**src/verilog/pss_pkg.sv**
```systemverilog
// shared constants and carrier types for the page select supervisor
`default_nettype none
package pss_pkg;
  localparam int          CLK_HZ        = 25_000_000;
  localparam int          REFRESH_MS    = 5;
  localparam int          WDT_MS        = 210;
  localparam int          REFRESH_CYC   = CLK_HZ / 1000 * REFRESH_MS;
  localparam int          WDT_CYC       = CLK_HZ / 1000 * WDT_MS;
  localparam int          CNT_W         = 23;
  localparam logic [7:0]  REG_PAGE_OFS  = 8'h00;
  localparam logic [7:0]  PAGE_RESET    = 8'h00;
  localparam logic [7:0]  PAGE_SUP_LAST = 8'h0f;
  localparam logic [7:0]  PAGE_TEMP_INT = 8'h11;
  localparam logic [7:0]  PAGE_TEMP_END = 8'h15;
  localparam logic [7:0]  PAGE_ALL      = 8'hff;
  localparam logic [7:0]  CMD_PAGE      = 8'h00;
  localparam logic [7:0]  CMD_CLEAR     = 8'h03;
  localparam logic [7:0]  DAC_BASE      = 8'h20;
  localparam logic [7:0]  TEMP_BASE     = 8'h90;
  localparam int          VST_WDOG      = 6;
  localparam int          VST_FAULT_IN  = 0;

  typedef enum logic [3:0] {
    K_SUP  = 4'b0001,
    K_TEMP = 4'b0010,
    K_ALL  = 4'b0100,
    K_RSVD = 4'b1000
  } page_kind_t;

  typedef enum logic [3:0] {
    PH_LOAD  = 4'b0001,
    PH_CHECK = 4'b0010,
    PH_NULL  = 4'b0100,
    PH_RUN   = 4'b1000
  } phase_t;

  typedef struct packed {
    logic       valid;
    logic       write;
    logic       supply_only;
    logic       temp_only;
    logic [7:0] code;
    logic [7:0] data;
  } cmd_t;

  typedef struct packed {
    logic        alert_en;
    logic        fault_ignore;
    logic [15:0] global_mask;
  } cfg_t;

  typedef struct packed {
    logic [15:0] supply_sel;
    logic [4:0]  temp_sel;
    logic        all_pages;
    logic [7:0]  margin_addr;
    logic [1:0]  margin_out;
    logic [7:0]  remote_addr;
  } route_t;

  typedef struct packed {
    logic vendor_summary;
    logic comm_fault;
    logic watchdog;
    logic fault_level;
  } status_t;
endpackage
`default_nettype wire

```
**src/verilog/page_select_supervisor.sv**
```systemverilog
// page select, watchdog, integrity check, shared fault line and monitor disable
`default_nettype none
module page_select_supervisor
  import pss_pkg::*;
#(
  parameter int REFRESH_CYCLES = pss_pkg::REFRESH_CYC,
  parameter int WDT_CYCLES     = pss_pkg::WDT_CYC
) (
  input  wire logic            CLK,
  input  wire logic            RST_B,
  input  wire pss_pkg::cmd_t   CMD,
  input  wire logic            DATA_FAULT,
  input  wire pss_pkg::cfg_t   CFG,
  input  wire logic            CORE_ALIVE,
  input  wire logic            NV_DONE,
  input  wire logic            CRC_DONE,
  input  wire logic            CRC_OK,
  input  wire logic [15:0]     SUPPLY_FAULT,
  input  wire logic            PG_IN,
  input  wire logic            FAULT_IN,
  input  wire logic            MONITOR_DISABLE_N,
  output logic                 FAULT_OUT,
  output logic                 FAULT_OE,
  output logic                 CMD_READY,
  output logic                 CMD_EXEC,
  output logic [7:0]           PAGE_RD,
  output pss_pkg::route_t      ROUTE,
  output pss_pkg::status_t     STATUS,
  output logic [7:0]           VENDOR_STATUS,
  output logic                 ALERT,
  output logic                 NV_LOAD,
  output logic                 CRC_RUN,
  output logic                 PINS_HIZ,
  output logic                 MONITOR_ON,
  output logic                 PG_OUT,
  output logic                 GLOBAL_OFF,
  output logic                 ADDR_SELECT_BIT0
);
  import pss_pkg::*;

  typedef struct packed {
    phase_t           phase;
    logic             fin1;
    logic             fin2;
    logic             mon1;
    logic             mon2;
    logic             addr0;
    logic [7:0]       page;
    route_t           route;
    logic [CNT_W-1:0] tick_cnt;
    logic [CNT_W-1:0] wd_cnt;
    logic             alive;
    logic             wd_flag;
    logic             vsum;
    logic             comm_fault_bit;
    logic             alert;
    logic             pg_out;
    logic             drive;
    logic             global_off;
    logic             exec;
  } state_t;

  localparam logic [CNT_W-1:0] TICK_LAST = CNT_W'(REFRESH_CYCLES - 1);
  localparam logic [CNT_W-1:0] WDT_LAST  = CNT_W'(WDT_CYCLES - 1);

  function automatic page_kind_t kind_of(input logic [7:0] p);
    if (p <= PAGE_SUP_LAST) begin
      return K_SUP;
    end else if (p >= PAGE_TEMP_INT && p <= PAGE_TEMP_END) begin
      return K_TEMP;
    end else if (p == PAGE_ALL) begin
      return K_ALL;
    end
    return K_RSVD;
  endfunction

  function automatic route_t route_of(input logic [7:0] p);
    route_t     r;
    logic [7:0] d;
    logic [7:0] e;
    r = '0;
    d = p - PAGE_TEMP_INT;
    e = d - 8'h01;
    unique case (kind_of(p))
      K_SUP: begin
        r.supply_sel  = 16'h0001 << p[3:0];
        r.margin_addr = DAC_BASE + {p[3:2], 6'h00};
        r.margin_out  = p[1:0];
      end
      K_TEMP: begin
        r.temp_sel = 5'h01 << d[2:0];
        if (d != 8'h00) begin
          r.remote_addr = TEMP_BASE + {e[6:0], 1'b0};
        end
      end
      K_ALL: begin
        r.supply_sel = 16'hffff;
        r.temp_sel   = 5'h1f;
        r.all_pages  = 1'b1;
      end
      K_RSVD: begin
        r = '0;
      end
    endcase
    return r;
  endfunction

  logic [1:0] rst_sync;
  logic       rst_n;
  state_t     st;
  state_t     next_st;
  logic       run;
  logic       wd_fire;
  logic       any_fault;
  logic       mon_off;
  logic       bad_cmd;
  logic       clear_cmd;

  // reset enters asynchronously but is released on the clock
  always_ff @(posedge CLK or negedge RST_B) begin
    if (!RST_B) begin
      rst_sync <= 2'b00;
    end else begin
      rst_sync <= {rst_sync[0], 1'b1};
    end
  end
  assign rst_n = rst_sync[1];

  always_comb begin
    run       = st.phase == PH_RUN;
    wd_fire   = run && st.wd_cnt == WDT_LAST;
    any_fault = (|SUPPLY_FAULT) || st.drive;
    mon_off   = run && !st.mon2 && !any_fault && st.pg_out;
    clear_cmd = run && CMD.valid && CMD.write && CMD.code == CMD_CLEAR;
    // common commands carry neither class flag and never depend on the page
    bad_cmd   = run && CMD.valid && CMD.code != CMD_PAGE
                && (CMD.supply_only || CMD.temp_only)
                && (kind_of(st.page) == K_RSVD
                    || (CMD.supply_only && kind_of(st.page) == K_TEMP)
                    || (CMD.temp_only && kind_of(st.page) == K_SUP));
  end

  always_comb begin
    next_st      = st;
    next_st.fin1 = FAULT_IN;
    next_st.fin2 = st.fin1;
    next_st.mon1 = MONITOR_DISABLE_N;
    next_st.mon2 = st.mon1;
    next_st.exec = 1'b0;
    next_st.tick_cnt = (st.tick_cnt == TICK_LAST) ? '0 : st.tick_cnt + 1'b1;
    // the core must prove itself alive within each refresh window
    next_st.alive = st.alive || CORE_ALIVE;
    if (st.tick_cnt == TICK_LAST) begin
      next_st.alive = CORE_ALIVE;
    end
    if (run) begin
      next_st.wd_cnt = st.wd_cnt + 1'b1;
      if (st.tick_cnt == TICK_LAST && st.alive) begin
        next_st.wd_cnt = '0;
      end
    end else begin
      next_st.wd_cnt = '0;
    end
    // clear first so an event in the same cycle wins
    if (clear_cmd) begin
      next_st.vsum    = 1'b0;
      next_st.wd_flag = 1'b0;
      next_st.comm_fault_bit     = 1'b0;
      next_st.alert   = 1'b0;
    end
    if (bad_cmd || (run && DATA_FAULT)) begin
      next_st.comm_fault_bit   = 1'b1;
      next_st.alert = 1'b1;
    end
    if (run && CMD.valid && !bad_cmd) begin
      next_st.exec = 1'b1;
      if (CMD.write && CMD.code == CMD_PAGE) begin
        next_st.page  = CMD.data;
        next_st.route = route_of(CMD.data);
      end
    end
    unique case (st.phase)
      PH_LOAD: begin
        next_st.drive = 1'b1;
        if (NV_DONE) begin
          next_st.phase = PH_CHECK;
        end
      end
      PH_CHECK: begin
        next_st.drive = 1'b1;
        if (CRC_DONE) begin
          next_st.phase = CRC_OK ? PH_RUN : PH_NULL;
          // strap is long settled by now; the host keeps it undriven
          next_st.addr0 = st.mon2;
        end
      end
      PH_NULL: begin
        next_st.drive = 1'b1;
      end
      PH_RUN: begin
        if (!mon_off) begin
          next_st.pg_out = PG_IN;
          next_st.drive  = |(SUPPLY_FAULT & CFG.global_mask);
        end
        next_st.global_off = !CFG.fault_ignore && !st.fin2 && !st.drive;
      end
      default: begin
        next_st.phase = PH_LOAD;
      end
    endcase
    if (!run) begin
      next_st.global_off = 1'b0;
    end
    if (wd_fire) begin
      // self reset: selection restarts, the event itself is remembered
      next_st.phase   = PH_LOAD;
      next_st.page    = PAGE_RESET;
      next_st.route   = route_of(PAGE_RESET);
      next_st.pg_out  = 1'b0;
      next_st.drive   = 1'b1;
      next_st.vsum    = 1'b1;
      next_st.wd_flag = 1'b1;
      if (CFG.alert_en) begin
        next_st.alert = 1'b1;
      end
    end
  end

  always_ff @(posedge CLK or negedge rst_n) begin
    if (!rst_n) begin
      st          <= '0;
      st.phase    <= PH_LOAD;
      st.page     <= PAGE_RESET;
      st.route    <= '{supply_sel: 16'h0001, margin_addr: DAC_BASE, default: '0};
      st.drive    <= 1'b1;
      st.fin1     <= 1'b1;
      st.fin2     <= 1'b1;
      st.mon1     <= 1'b1;
      st.mon2     <= 1'b1;
      st.addr0    <= 1'b1;
    end else begin
      st <= next_st;
    end
  end

  // the pad only ever pulls low; the pad ring resolves the wire
  assign FAULT_OUT     = 1'b0;
  assign FAULT_OE      = st.drive;
  assign CMD_READY     = run;
  assign CMD_EXEC      = st.exec;
  assign PAGE_RD       = st.page;
  assign ROUTE         = st.route;
  assign STATUS        = '{vendor_summary: st.vsum, comm_fault: st.comm_fault_bit,
                           watchdog: st.wd_flag, fault_level: st.fin2};
  always_comb begin
    VENDOR_STATUS = 8'h00;
    if (st.page == PAGE_ALL) begin
      VENDOR_STATUS[VST_WDOG]     = st.wd_flag;
      VENDOR_STATUS[VST_FAULT_IN] = st.fin2;
    end
  end
  assign ALERT            = st.alert;
  assign NV_LOAD          = st.phase == PH_LOAD;
  assign CRC_RUN          = st.phase == PH_CHECK;
  assign PINS_HIZ         = st.phase == PH_NULL;
  assign MONITOR_ON       = run && !mon_off;
  assign PG_OUT           = st.pg_out;
  assign GLOBAL_OFF       = st.global_off;
  assign ADDR_SELECT_BIT0 = st.addr0;
endmodule
`default_nettype wire

```
**config.mk**
```make
export PLATFORM = sky130hd
export DESIGN_NAME = page_select_supervisor
export DESIGN_NICKNAME = d
export VERILOG_FILES = /design/src/verilog/pss_pkg.sv /design/src/verilog/page_select_supervisor.sv
export SDC_FILE = /design/constraint.sdc
export NUM_CORES = 1
export LEC_CHECK = 0
export ABC_AREA = 1
export BUFFER_PORTS_ARGS = -buffer_cell sky130_fd_sc_hd__buf_2
export CAP_MARGIN = 20
export CORE_MARGIN = 2
export CORE_UTILIZATION = 42
export DETAILED_ROUTE_END_ITERATION = 12
export GPL_ROUTABILITY_DRIVEN = 0
export MAX_ROUTING_LAYER = met4
export PLACE_DENSITY = 0.69
export SYNTH_ARGS = -nofsm -noshare
export SYNTH_HDL_FRONTEND = slang
export SYNTH_SLANG_ARGS = --single-unit
```
**constraint.sdc**
```tcl
create_clock -name CLK -period 3.1 [get_ports CLK]
set_input_delay 0.775 -clock CLK [delete_from_list [all_inputs] [get_ports CLK]]
set_output_delay 0.775 -clock CLK [all_outputs]
set_load 0.005 [all_outputs]
```
# After elaboration in Yosys (flattened, before gate mapping)
# Index checks and enable logic that the tools add are counted.
# word_totals
ff_bits,114
in_bits,64
out_inout_bits,72
elab_cells,160
# classes
add_sub_neg,6
order_cmp,6
eq_ne,20
shift,2
n_mux,48
bitwise_logic,1
n_reduce_logical,52
# ops
cell,count
$mux W48,3
$mux W23,3
$mux W4,15
$add A23 B1 Y23 const B,2
$pmux W16 S2,1
$reduce_or A16 Y1,2
$eq A23 B17 Y1 const B,1
$eq A23 B23 Y1 const B,1
$logic_and A1 B1 Y1,21
$and A16 B16 Y16,1
$eq A8 B8 Y1 const B,2
$ge A8 B5 Y1 const B,2
$le A8 B4 Y1 const B,2
$le A8 B5 Y1 const B,2
$mux W1,16
$mux W8,2
$reduce_bool A8 Y1,2
$shl A1 B4 Y16 const A,1
$eq A4 B1 Y1 const B,3
$eq A4 B2 Y1 const B,3
$pmux W4 S3,1
$mux W10,1
$pmux W5 S2,1
$reduce_bool A2 Y1,5
23 further kinds,42

# Depth between registers and ports, before layout
# Gate-level depths: netlist of the first run.
# logic_depth
ltp_word,21
depth_mapped,17
mapped_depth_nobuf,16

# Worst setup path before layout of the first run
# OpenSTA, ideal clock, no wires.
# synth_timing
kind,input port to flip-flop
startpoint,input port CMD[1] (netlist bit)
endpoint,register st (netlist bit ROUTE[6])
setup_time_ps,116
arrival_time_ps,2429
required_ps,2984
setup_slack_ps,555
path_stages,16
n_path_buf,0
path_cell_list,inv_1 -> ha_1 -> ha_1 -> inv_1 -> nand2_1 -> nand3b_1 -> inv_1 -> nand2_1 -> nand2_1 -> inv_1 -> ha_1 -> nand3b_1 -> nand2_1 -> nor2_1 -> nand2_1 -> nand2_1
# synth_between
elab_chain_len,14
elab_cells_between_ends,25
cone_classes,add/sub (3); order compare (3); eq/ne (2); mux (15); reduce/logical (2)
# synth_rtl
item,line_no,source
"start, declared",page_select_supervisor.sv:11,"input wire pss_pkg::cmd_t CMD,"
branches (longest 10 deep; another with $sub A8 B5 Y8),--,
$mux W8 *,page_select_supervisor.sv:84,unique case (kind_of(p))
$mux W48 *,page_select_supervisor.sv:177,if (CMD.write && CMD.code == CMD_PAGE) begin
$mux W48 *,page_select_supervisor.sv:175,if (run && CMD.valid && !bad_cmd) begin
$mux W48 *,page_select_supervisor.sv:214,if (wd_fire) begin
"end signal, assigned",page_select_supervisor.sv:242,st <= next_st;
"end, declared",page_select_supervisor.sv:110,state_t st;
# Every way passes the cells marked *. The select of a mux whose other input is x is not followed.
# A chain may end at the register's enable or synchronous reset.

# Worst setup path after layout of the first run
# Same ends and word-level chain as after synthesis.

==> out/metrics.cfg, run 1 <==
[setup_path]
critPathCaptureType = register
path_max_fanout = 7
start_kind = input port
worstPathRequired_ns = 3.35
arrival_ns = 2.76
critPathKind = in -> reg

[layout]
syn_to_final_growth_pct = 11.7
utilization = 0.475
stdcell_count = 1220
antenna_cells = 0
design_area_um2 = 7470
nNetsFinal = 1077
drive_above_1_share = 0.173

[timing]
finalWorstSetupSlack_ns = 0.594
whs_ns = 0.190
hold_viol = 0
drv_slew = 0
rsz0062_at_grt = no
finalCritPeriodShare = 0.808
max_freq_mhz = 399
setup_violations = 0
skew_ns = 0.0111
max_slew_margin = 0.642
worstMarginPinSlew_ns = 0.535
timing.setup.tns_ns = 0
period_minus_slack_ns = 2.51

[clock_network]
cts_hold_buffers = 0
cts_tree = done
cts-root-buf = clkbuf_16
cts-buffers-inserted = 9
cts_resized = 0
insertion_delay_ns = 0.36
cts_sinks = 107
post-cts-setup-buffer-count = 0
clk_pin_slew_worst_paths_ns = 0.07
htreeDepth = 3
cts.path.max_buffers = 2

[global_route]
grt_max_degree = 68
antenna_found_initial = 0
grt_pass1_wl_um = 25900
grt_pass1_vias = 5427
grt-ovfl-total = 0
track_usage = 0.197

[synthesis]
synth_top_area_share = 0.367
synth_top_family_by_area = simple AND/OR/NAND/NOR gates
synth_mux_area_frac = 0.00168
ys.warnings.count = 0
ys_seq_area_frac = 0.402
yosys.area.top_type = dfrtp_1
yosys.cell_types.count = 44
synth_ff_type = dfrtp_1
synthTopCellsByCount = nand2_1 (259), nor2_1 (122), inv_1 (113), dfrtp_1 (98), nand3_1 (63)
syn_inst = 922
synth-edff-count = 0
syn_area_um2 = 6680
synth_compound_area_frac = 0.0361
synth_area_leaders = dfrtp_1 (37%), nand2_1 (15%), buf_4 (7.0%)
synth-simple-area-share = 0.353
syn_avg_cell_area_um2 = 7.25
synthAdderAreaFrac = 0.0262
async_flop_share = 1.00
yosys_register_bits = 107
synth-xor-area-share = 0.0328
synthMostInstantiatedCell = nand2_1

[pwr]
power_density_nw_per_um2 = 421
power_mw = 3.15
power_leakage_nw = 4.07
vdd_drop_max_mv = 0.349

[floorplanning]
core_area_um2 = 15700
dieArea_um2 = 16900
start_util = 0.425
row_count = 46
die_height_um = 130
ios = 136
die_width_um = 130

[place]
dp_hpwl_um = 11800
io_buffer_count = 122
pre_cts_ws_ns = 0.213
dp.cells = 1204
dpl_cell_area_um2 = 7150

[drt]
vias = 5987
wl_per_cell_um = 12.9
antenna_left = 0
drc = 0
wl_um = 15700
avgViaCountPerCell = 4.91
drt_iter0_drc = 392
drt-pass1-iter-count = 5

[flow_run]
drv_cap = 0

[hold_path]
hold_class = in -> async

[status]
status = finished, final reports clean

## flip-flops by register name, summed over array words and instances (netlist names)
signal            count
PAGE_RD               8
GLOBAL_OFF            1
CMD_EXEC              1
next_st               2
PG_OUT                1
FAULT_OE              1
rst_sync              2
ADDR_SELECT_BIT0      1
ROUTE                34
STATUS                3
ALERT                 1
st                   52
## final cells by class
type	count	area, um2
fill	1606	8250
multi-input combinational	633	3060
sequential	107	2690
timing repair buffer	131	691
inverter	117	439
tap	216	270
clock buffer	9	225
clock inverter	7	86.3
## report_power, final
part,internal [mW],switching [mW],leakage (nW)
logic,0.174,0.251,2.50
clock network,0.642,0.561,0.150
registers,1.47,0.0488,1.43
## logic make-up after synthesis
| family | after synthesis |
|---|---|
| compound gates | 42 |
| xor+xnor | 25 |
| fa+ha+maj | 14 |
| buf+inv | 194 |
| flops | 107 |
| mux | 1 |
| other cells | 2 |
| simple gates | 537 |
## metal layers
metal | up-vias | track usage | wire (um)
li1 | 3012 | - | -
met1 | 2765 | 0.268 | 7500
met2 | 198 | 0.305 | 7090
met3 | 12 | 0.0377 | 1000
met4 | 0 | 0.0468 | 121
met5 | - | - | 0
## worst max-delay path: stages
cell      delay (ns)
buf_2           0.11
inv_1           0.18
ha_1            0.27
ha_1            0.26
inv_1           0.11
nand2_1         0.07
nand3b_1        0.19
inv_1           0.07
nand2_1         0.04
nand2_1         0.07
inv_1           0.05
ha_1            0.19
nand3b_1        0.15
nand2_1         0.07
nor2_1          0.04
nand2_1         0.05
nand2_1         0.05
## path summary, 6_finish.rpt
check                      cells after the start  slack [ns]         from           to
min                                            1        0.19        RST_B  rst_sync[1]
max reg2reg                                    7        0.87        st[9]    ROUTE[22]
max in group asynchronous                      1        2.04  rst_sync[1]    ROUTE[15]
min reg2reg                                    0        0.30  rst_sync[1]       st[54]
max                                           17        0.59       CMD[1]     ROUTE[6]
min in group CLK                               0        0.35  rst_sync[0]  rst_sync[1]
## layout by cell type, fill, tap and decap left out, drive strengths merged, types with 2 or more instances in the layout
master / count
xnor2: 5
buf: 131
o22ai: 2
clkbuf: 9
nand3b: 5
a21oi: 5
dfstp: 9
clkinv: 5
a22o: 2
xor2: 20
dfrtp: 98
nand2: 259
inv: 117
ha: 14
and2: 3
nor4: 15
or2: 3
nand4: 39
nor3: 20
nor2: 124
nand3: 66
o21ai: 26
conb: 14
(Power assumes the default switching activity.)
==> run 2: changes to the inputs <==
- ABC_AREA: 1 -> 0
- PLACE_DENSITY: 0.69 -> 0.7
- clock period: 3.1 -> 2.2 ns (I/O delays scaled with it)
==> out/metrics.cfg, run 2 <==
[setup_path]
cpMaxStageDelayCell = or3_4
r2r_start = st[110]
crit_family = simple AND/OR/NAND/NOR gates
r2r_slack_ns = 0.08  ; -0.79 ns
path_max_fanout = 4  ; -3
worstPathRequired_ns = 1.65  ; -1.70 ns
critPathKind = reg -> out
arrival_ns = 1.73  ; -1.03 ns
path_cells = nand2b_4 > or3_4 > buf_4 > inv_4 > buf_8 > buf_2
crit_buf_inv = 4  ; -1
startpoint = st[110]
max_stage_delay_ns = 0.43  ; +0.16 ns
start_kind = register
r2r.worst_path.cells = 9  ; +2
worst-path-stages = 6  ; -11
r2r-end = STATUS[2]
critPathCaptureType = output port

[layout]
nNetsFinal = 866  ; -20%
fillers = 1232  ; -23%
multi_input_area_um2 = 2850  ; -6.8%
antenna_cells = 0  ; unchanged
largest_register_ff_count = 52  ; unchanged
final_common_cell = buf_2
utilization = 0.544  ; +0.0692
regMostFlops = st
regArea_um2 = 2690  ; unchanged
drive_above_1_share = 0.338  ; +0.165
syn_to_final_growth_pct = 27.2
layout_common_cells = buf_2 (121), dfrtp_1 (97), nand2_1 (88)

[drt]
wl_um = 15500  ; -1.3%
wl_per_cell_um = 16.0  ; +24%
drt_iter0_drc = 353  ; -9.9%
antenna_left = 0  ; unchanged
avgViaCountPerCell = 5.27  ; +7.4%
drt-pass1-iter-count = 5  ; unchanged
vias = 5121  ; -14%
drc = 0  ; unchanged

[pwr]
power.share.sequential = 0.475  ; -0.008
power_density_nw_per_um2 = 588  ; +39%
sw_frac_of_total = 0.261  ; -0.0126
p_int_mw = 3.26  ; +42%
vdd_drop_max_mv = 0.385  ; +11%
power_leakage_nw = 3.52  ; -14%
p_comb_frac = 0.139  ; +0.004
p_sw_mw = 1.15  ; +34%
clockPowerShare = 0.386  ; +0.004

[floorplanning]
start_util = 0.428  ; +0.00239
core_area_um2 = 13800  ; -12%
die_height_um = 122  ; -5.9%
ios = 136  ; unchanged
row_count = 43  ; -6.5%
dieArea_um2 = 15000  ; -11%
die_width_um = 122  ; -5.9%

[global_route]
grt_pass1_wl_um = 23300  ; -10%
grt-ovfl-total = 0  ; unchanged
track_usage = 0.204  ; +0.00725
antenna_found_initial = 0  ; unchanged
grt_pass1_vias = 4720  ; -13%
grt_max_degree = 40  ; -41%

[timing]
worstMarginPinSlew_ns = 0.550  ; +0.0145 ns
period_minus_slack_ns = 2.28
drv_slew = 0  ; unchanged
max_freq_mhz = 438
setup_violations = 2  ; +2
finalWorstSetupSlack_ns = -0.0849  ; -0.679 ns
skew_ns = 0.0130  ; +0.00191 ns
max_slew_margin = 0.628  ; -0.0138
rsz0062_at_grt = yes
finalCritPeriodShare = 1.04
hold_viol = 0  ; unchanged
whs_ns = 0.291  ; +0.101 ns

[clock_network]
clk_pin_slew_worst_paths_ns = 0.07  ; about the same
htreeDepth = 3  ; unchanged
cts.path.max_buffers = 2  ; unchanged
cts-buffers-inserted = 9  ; unchanged
cts_sinks = 107  ; unchanged
insertion_delay_ns = 0.36  ; about the same
cts-root-buf = clkbuf_16
cts_tree = done

[synthesis]
syn_avg_cell_area_um2 = 9.16  ; +26%
yosys.area.top_type = dfrtp_1
synthMostInstantiatedCell = dfrtp_1
ys_seq_area_frac = 0.456  ; +0.0541
synth_area_leaders = dfrtp_1 (42%), buf_4 (7.6%), nand2_1 (5.7%)
synth_top_area_share = 0.416  ; +0.0493
synthTopCellsByCount = dfrtp_1 (98), nand2_1 (90), buf_4 (60), nor2_1 (57), a21oi_1 (52)
synth_ff_type = dfrtp_1
syn_inst = 643  ; -30%
async_flop_share = 1.00  ; unchanged
yosys.cell_types.count = 59  ; +34%
yosys_register_bits = 107  ; unchanged
ys.warnings.count = 0  ; unchanged
synth-edff-count = 0  ; unchanged
syn_area_um2 = 5890  ; -12%

[flow_run]
drv_cap = 0  ; unchanged

[hold_path]
hold_class = reg -> async

[status]
violations = negative setup slack
status = complete, but fails checks

[place]
io_buffer_count = 122  ; unchanged
dp_hpwl_um = 10700  ; -9.0%

run 2: changes by cell type after synthesis, sizes merged, moves of 24 or more:
cell,before,now
nand2,259,91
nor2,124,58
nand3,66,24
a21oi,5,52
nand4,39,15
inv,115,11
run 2: area by class of cell:
| class | count | area share |
|---|---|---|
| timing repair buffer | 200 | 0.182 |
| clock inverter | 5 | 0.00901 |
| tap | 180 | 0.0300 |
| inverter | 12 | 0.00734 |
| sequential | 107 | 0.359 |
| clock buffer | 10 | 0.0319 |
| multi-input combinational | 458 | 0.381 |
run 2: worst max-delay path by stage:
stage / slack, ns / to
after floorplan: -0.02 / ROUTE[6]
after CTS: -0.06 / MONITOR_ON
after global routing: -0.14 / MONITOR_ON
after global placement: -0.27 / ROUTE[7]
after detailed placement: -0.33 / ROUTE[6]
final: -0.08 / CMD_READY
run 2: power by group through the flow:
stage | registers, mW | logic [mW] | clock network [mW]
2_1_floorplan | 2.16 | 0.278 | 0
3_3_place_gp | 2.13 | 0.569 | 0
3_5_place_dp | 2.13 | 0.571 | 0
4_1_cts | 2.09 | 0.583 | 1.73
5_1_grt | 2.10 | 0.686 | 1.80
6_report | 2.09 | 0.614 | 1.70
run 2: metal layers:
| layer | vias up | wire [um] | track usage |
|---|---|---|---|
| met1 | 2478 | 6850 | 0.261 |
| met2 | 179 | 7340 | 0.320 |
| li1 | 2432 | - | - |
| met5 | - | 0 | - |
| met4 | 0 | 356 | 0.0761 |
| met3 | 32 | 972 | 0.0432 |
run 2: stage by stage:
stage	TNS, ns	cell area (um2)	power (mW)	worst slack [ns]	instances
floorplan	-0.0368	6000	2.43	-0.0245	655
global placement	-2.16	6790	2.70	-0.268	940
detailed placement	-3.61	6790	2.70	-0.332	940
CTS	-0.0611	7160	4.40	-0.0611	957
global route	-0.458	7500	4.59	-0.140	972
finish	-0.137	7500	4.41	-0.0849	972
run 2: kinds of logic after synthesis:
| family | Yosys count | synth area share |
|---|---|---|
| multiplexers | 2 | 0.00361 |
| other | 2 | 0.00127 |
| flip-flops | 107 | 0.456 |
| AND/OR/NAND/NOR | 268 | 0.227 |
| buffers and inverters | 90 | 0.100 |
| XOR/XNOR | 48 | 0.0714 |
| AO/OA/AOI/OAI | 112 | 0.110 |
| adder cells (fa/ha/maj) | 14 | 0.0297 |
run 2: what timing repair did:
item	in CTS	in global routing
hold buffers	1	0
gates cloned	0	5
setup endpoints to repair	2	61
gates resized for setup	9	39
buffers inserted	1	10
endpoints found under the hold margin	2	0
pin swaps	2	14
==> run 3: changes to the inputs <==
- CELL_PAD_IN_SITES_DETAIL_PLACEMENT: default -> 0
- CELL_PAD_IN_SITES_GLOBAL_PLACEMENT: default -> 1
- CORE_UTILIZATION: 42 -> 37
- PLACE_DENSITY: 0.7 -> 0.8
- RECOVER_POWER: default -> 50
==> out/metrics.cfg, run 3 (same netlist as run 2, synthesis figures left out) <==
[pwr]
power_leakage_nw = 3.53  ; +0.12%
p_int_mw = 3.40  ; +4.4%
power_density_nw_per_um2 = 590  ; +0.33%
p_comb_frac = 0.134  ; -0.005
p_sw_mw = 1.11  ; -3.4%
vdd_drop_max_mv = 0.392  ; +1.8%
clockPowerShare = 0.404  ; +0.018
sw_frac_of_total = 0.246  ; -0.0148
power.share.sequential = 0.462  ; -0.013

[clock_network]
insertion_delay_ns = 0.36  ; about the same
cts-root-buf = clkbuf_16
cts.path.max_buffers = 2  ; unchanged
cts-buffers-inserted = 9  ; unchanged
cts_sinks = 107  ; unchanged
cts_tree = done
clk_pin_slew_worst_paths_ns = 0.07  ; about the same
htreeDepth = 3  ; unchanged

[layout]
design_area_um2 = 7650  ; +2.0%
antenna_cells = 0  ; unchanged
final_common_cell = buf_2
regMostFlops = st
stdcell_count = 1011  ; +4.0%
drive_above_1_share = 0.355  ; +0.0163
largest_register_ff_count = 52  ; unchanged
layout_common_cells = buf_2 (119), dfrtp_1 (96), nand2_1 (88)
syn_to_final_growth_pct = 29.8
nNetsFinal = 868  ; +0.23%

[timing]
finalWorstSetupSlack_ns = -0.0528  ; +0.0321 ns
rsz0062_at_grt = yes
finalCritPeriodShare = 1.02  ; -0.0146
drv_slew = 0  ; unchanged
setup_violations = 1  ; -1
hold_viol = 0  ; unchanged
worstMarginPinSlew_ns = 1.27  ; +0.719 ns
max_freq_mhz = 444  ; +1.4%
skew_ns = 0.00850  ; -0.00451 ns
max_slew_margin = 0.154  ; -0.474
period_minus_slack_ns = 2.25  ; -0.0321 ns

[drt]
antenna_left = 0  ; unchanged
vias = 5205  ; +1.6%
drt_iter0_drc = 227  ; -36%
wl_um = 16400  ; +5.6%
avgViaCountPerCell = 5.15  ; -2.3%
wl_per_cell_um = 16.2  ; +1.5%
drt-pass1-iter-count = 5  ; unchanged
drc = 0  ; unchanged

[floorplanning]
dieArea_um2 = 16900  ; +13%
die_width_um = 130  ; +6.3%
row_count = 46  ; +7.0%
start_util = 0.375  ; -0.0528
ios = 136  ; unchanged
die_height_um = 130  ; +6.3%
core_area_um2 = 15700  ; +14%

[setup_path]
r2r_start = st[110]
r2r-end = ROUTE[7]
cpMaxStageDelayCell = or3_4
critPathCaptureType = output port
path_max_fanout = 3  ; -1
worst-path-stages = 5  ; -1
crit_buf_inv = 1  ; -3
r2r_slack_ns = 0.05  ; -0.03 ns
r2r.worst_path.cells = 10  ; +1
start_kind = register
worstPathRequired_ns = 1.65  ; about the same
critPathKind = reg -> out
path_cells = nand2b_4 > or3_4 > nor4_4 > nor2_2 > buf_2
crit_family = simple AND/OR/NAND/NOR gates
arrival_ns = 1.70  ; -0.03 ns
max_stage_delay_ns = 0.43  ; about the same

[status]
status = complete, but fails checks
violations = negative setup slack

[place]
io_buffer_count = 122  ; unchanged
dpl_cell_area_um2 = 6790  ; unchanged
dp_hpwl_um = 11500  ; +7.3%
dp.cells = 970  ; +3.2%

[global_route]
grt_pass1_vias = 4964  ; +5.2%
grt-ovfl-total = 0  ; unchanged
antenna_found_initial = 0  ; unchanged
grt_pass1_wl_um = 24600  ; +5.3%
grt_max_degree = 58  ; +45%
track_usage = 0.191  ; -0.0127

[flow_run]
drv_cap = 0  ; unchanged

[hold_path]
hold_class = reg -> async

-- run 3: worst max-delay path by stage --
stage                       to  startpoint
finish              MONITOR_ON     st[110]
global route          ROUTE[6]      CMD[1]
CTS                 MONITOR_ON     st[110]
detailed placement    ROUTE[7]      CMD[1]
global placement      ROUTE[6]      CMD[1]
floorplan             ROUTE[6]      CMD[2]
-- run 3: timing repair --
action	4_1_cts	5_1_grt
hold endpoints to repair	2	0
setup buffers	4	13
hold buffers	1	0
pin swaps	4	12
gates resized for setup	13	59
cloned	1	6
setup endpoints to repair	8	44
-- run 3: power groups by stage --
stage                     clock [mW]  sequential (mW)  combinational (mW)
after floorplan                    0             2.16               0.278
after global placement             0             2.12               0.560
after detailed placement           0             2.12               0.573
after CTS                       1.87             2.09               0.584
after global routing            1.95             2.09               0.673
final                           1.82             2.09               0.604
-- run 3: layer usage --
| layer | share of wire | track usage | vias to the layer above |
|---|---|---|---|
| met2 | 0.49 | 0.317 | 200 |
| met1 | 0.42 | 0.240 | 2536 |
| met3 | 0.060 | 0.0230 | 27 |
| met4 | 0.024 | 0.0765 | 0 |
| met5 | 0 | - | - |
| li1 | - | - | 2442 |
-- run 3: area by class of cell --
cell class / count / area [um2]
Tap cell: 216 / 270
Clock inverter: 3 / 68.8
Fill cell: 1504 / 8060
Clock buffer: 13 / 270
Timing Repair Buffer: 202 / 1370
Sequential cell: 107 / 2690
Inverter: 12 / 60.1
Multi-Input combinational cell: 458 / 2910
-- run 3: through the flow --
stage | setup TNS, ns | power, mW | hold slack, ns | util | worst slack (ns)
2_1_floorplan | -0.0368 | 2.43 | 0.254 | - | -0.0245
3_3_place_gp | -2.27 | 2.68 | 0.256 | 0.432 | -0.312
3_5_place_dp | -2.76 | 2.70 | 0.262 | 0.432 | -0.416
4_1_cts | -0.0903 | 4.54 | 0.269 | 0.462 | -0.0601
5_1_grt | -0.772 | 4.71 | 0.279 | 0.487 | -0.135
6_report | -0.0528 | 4.51 | 0.240 | 0.487 | -0.0528
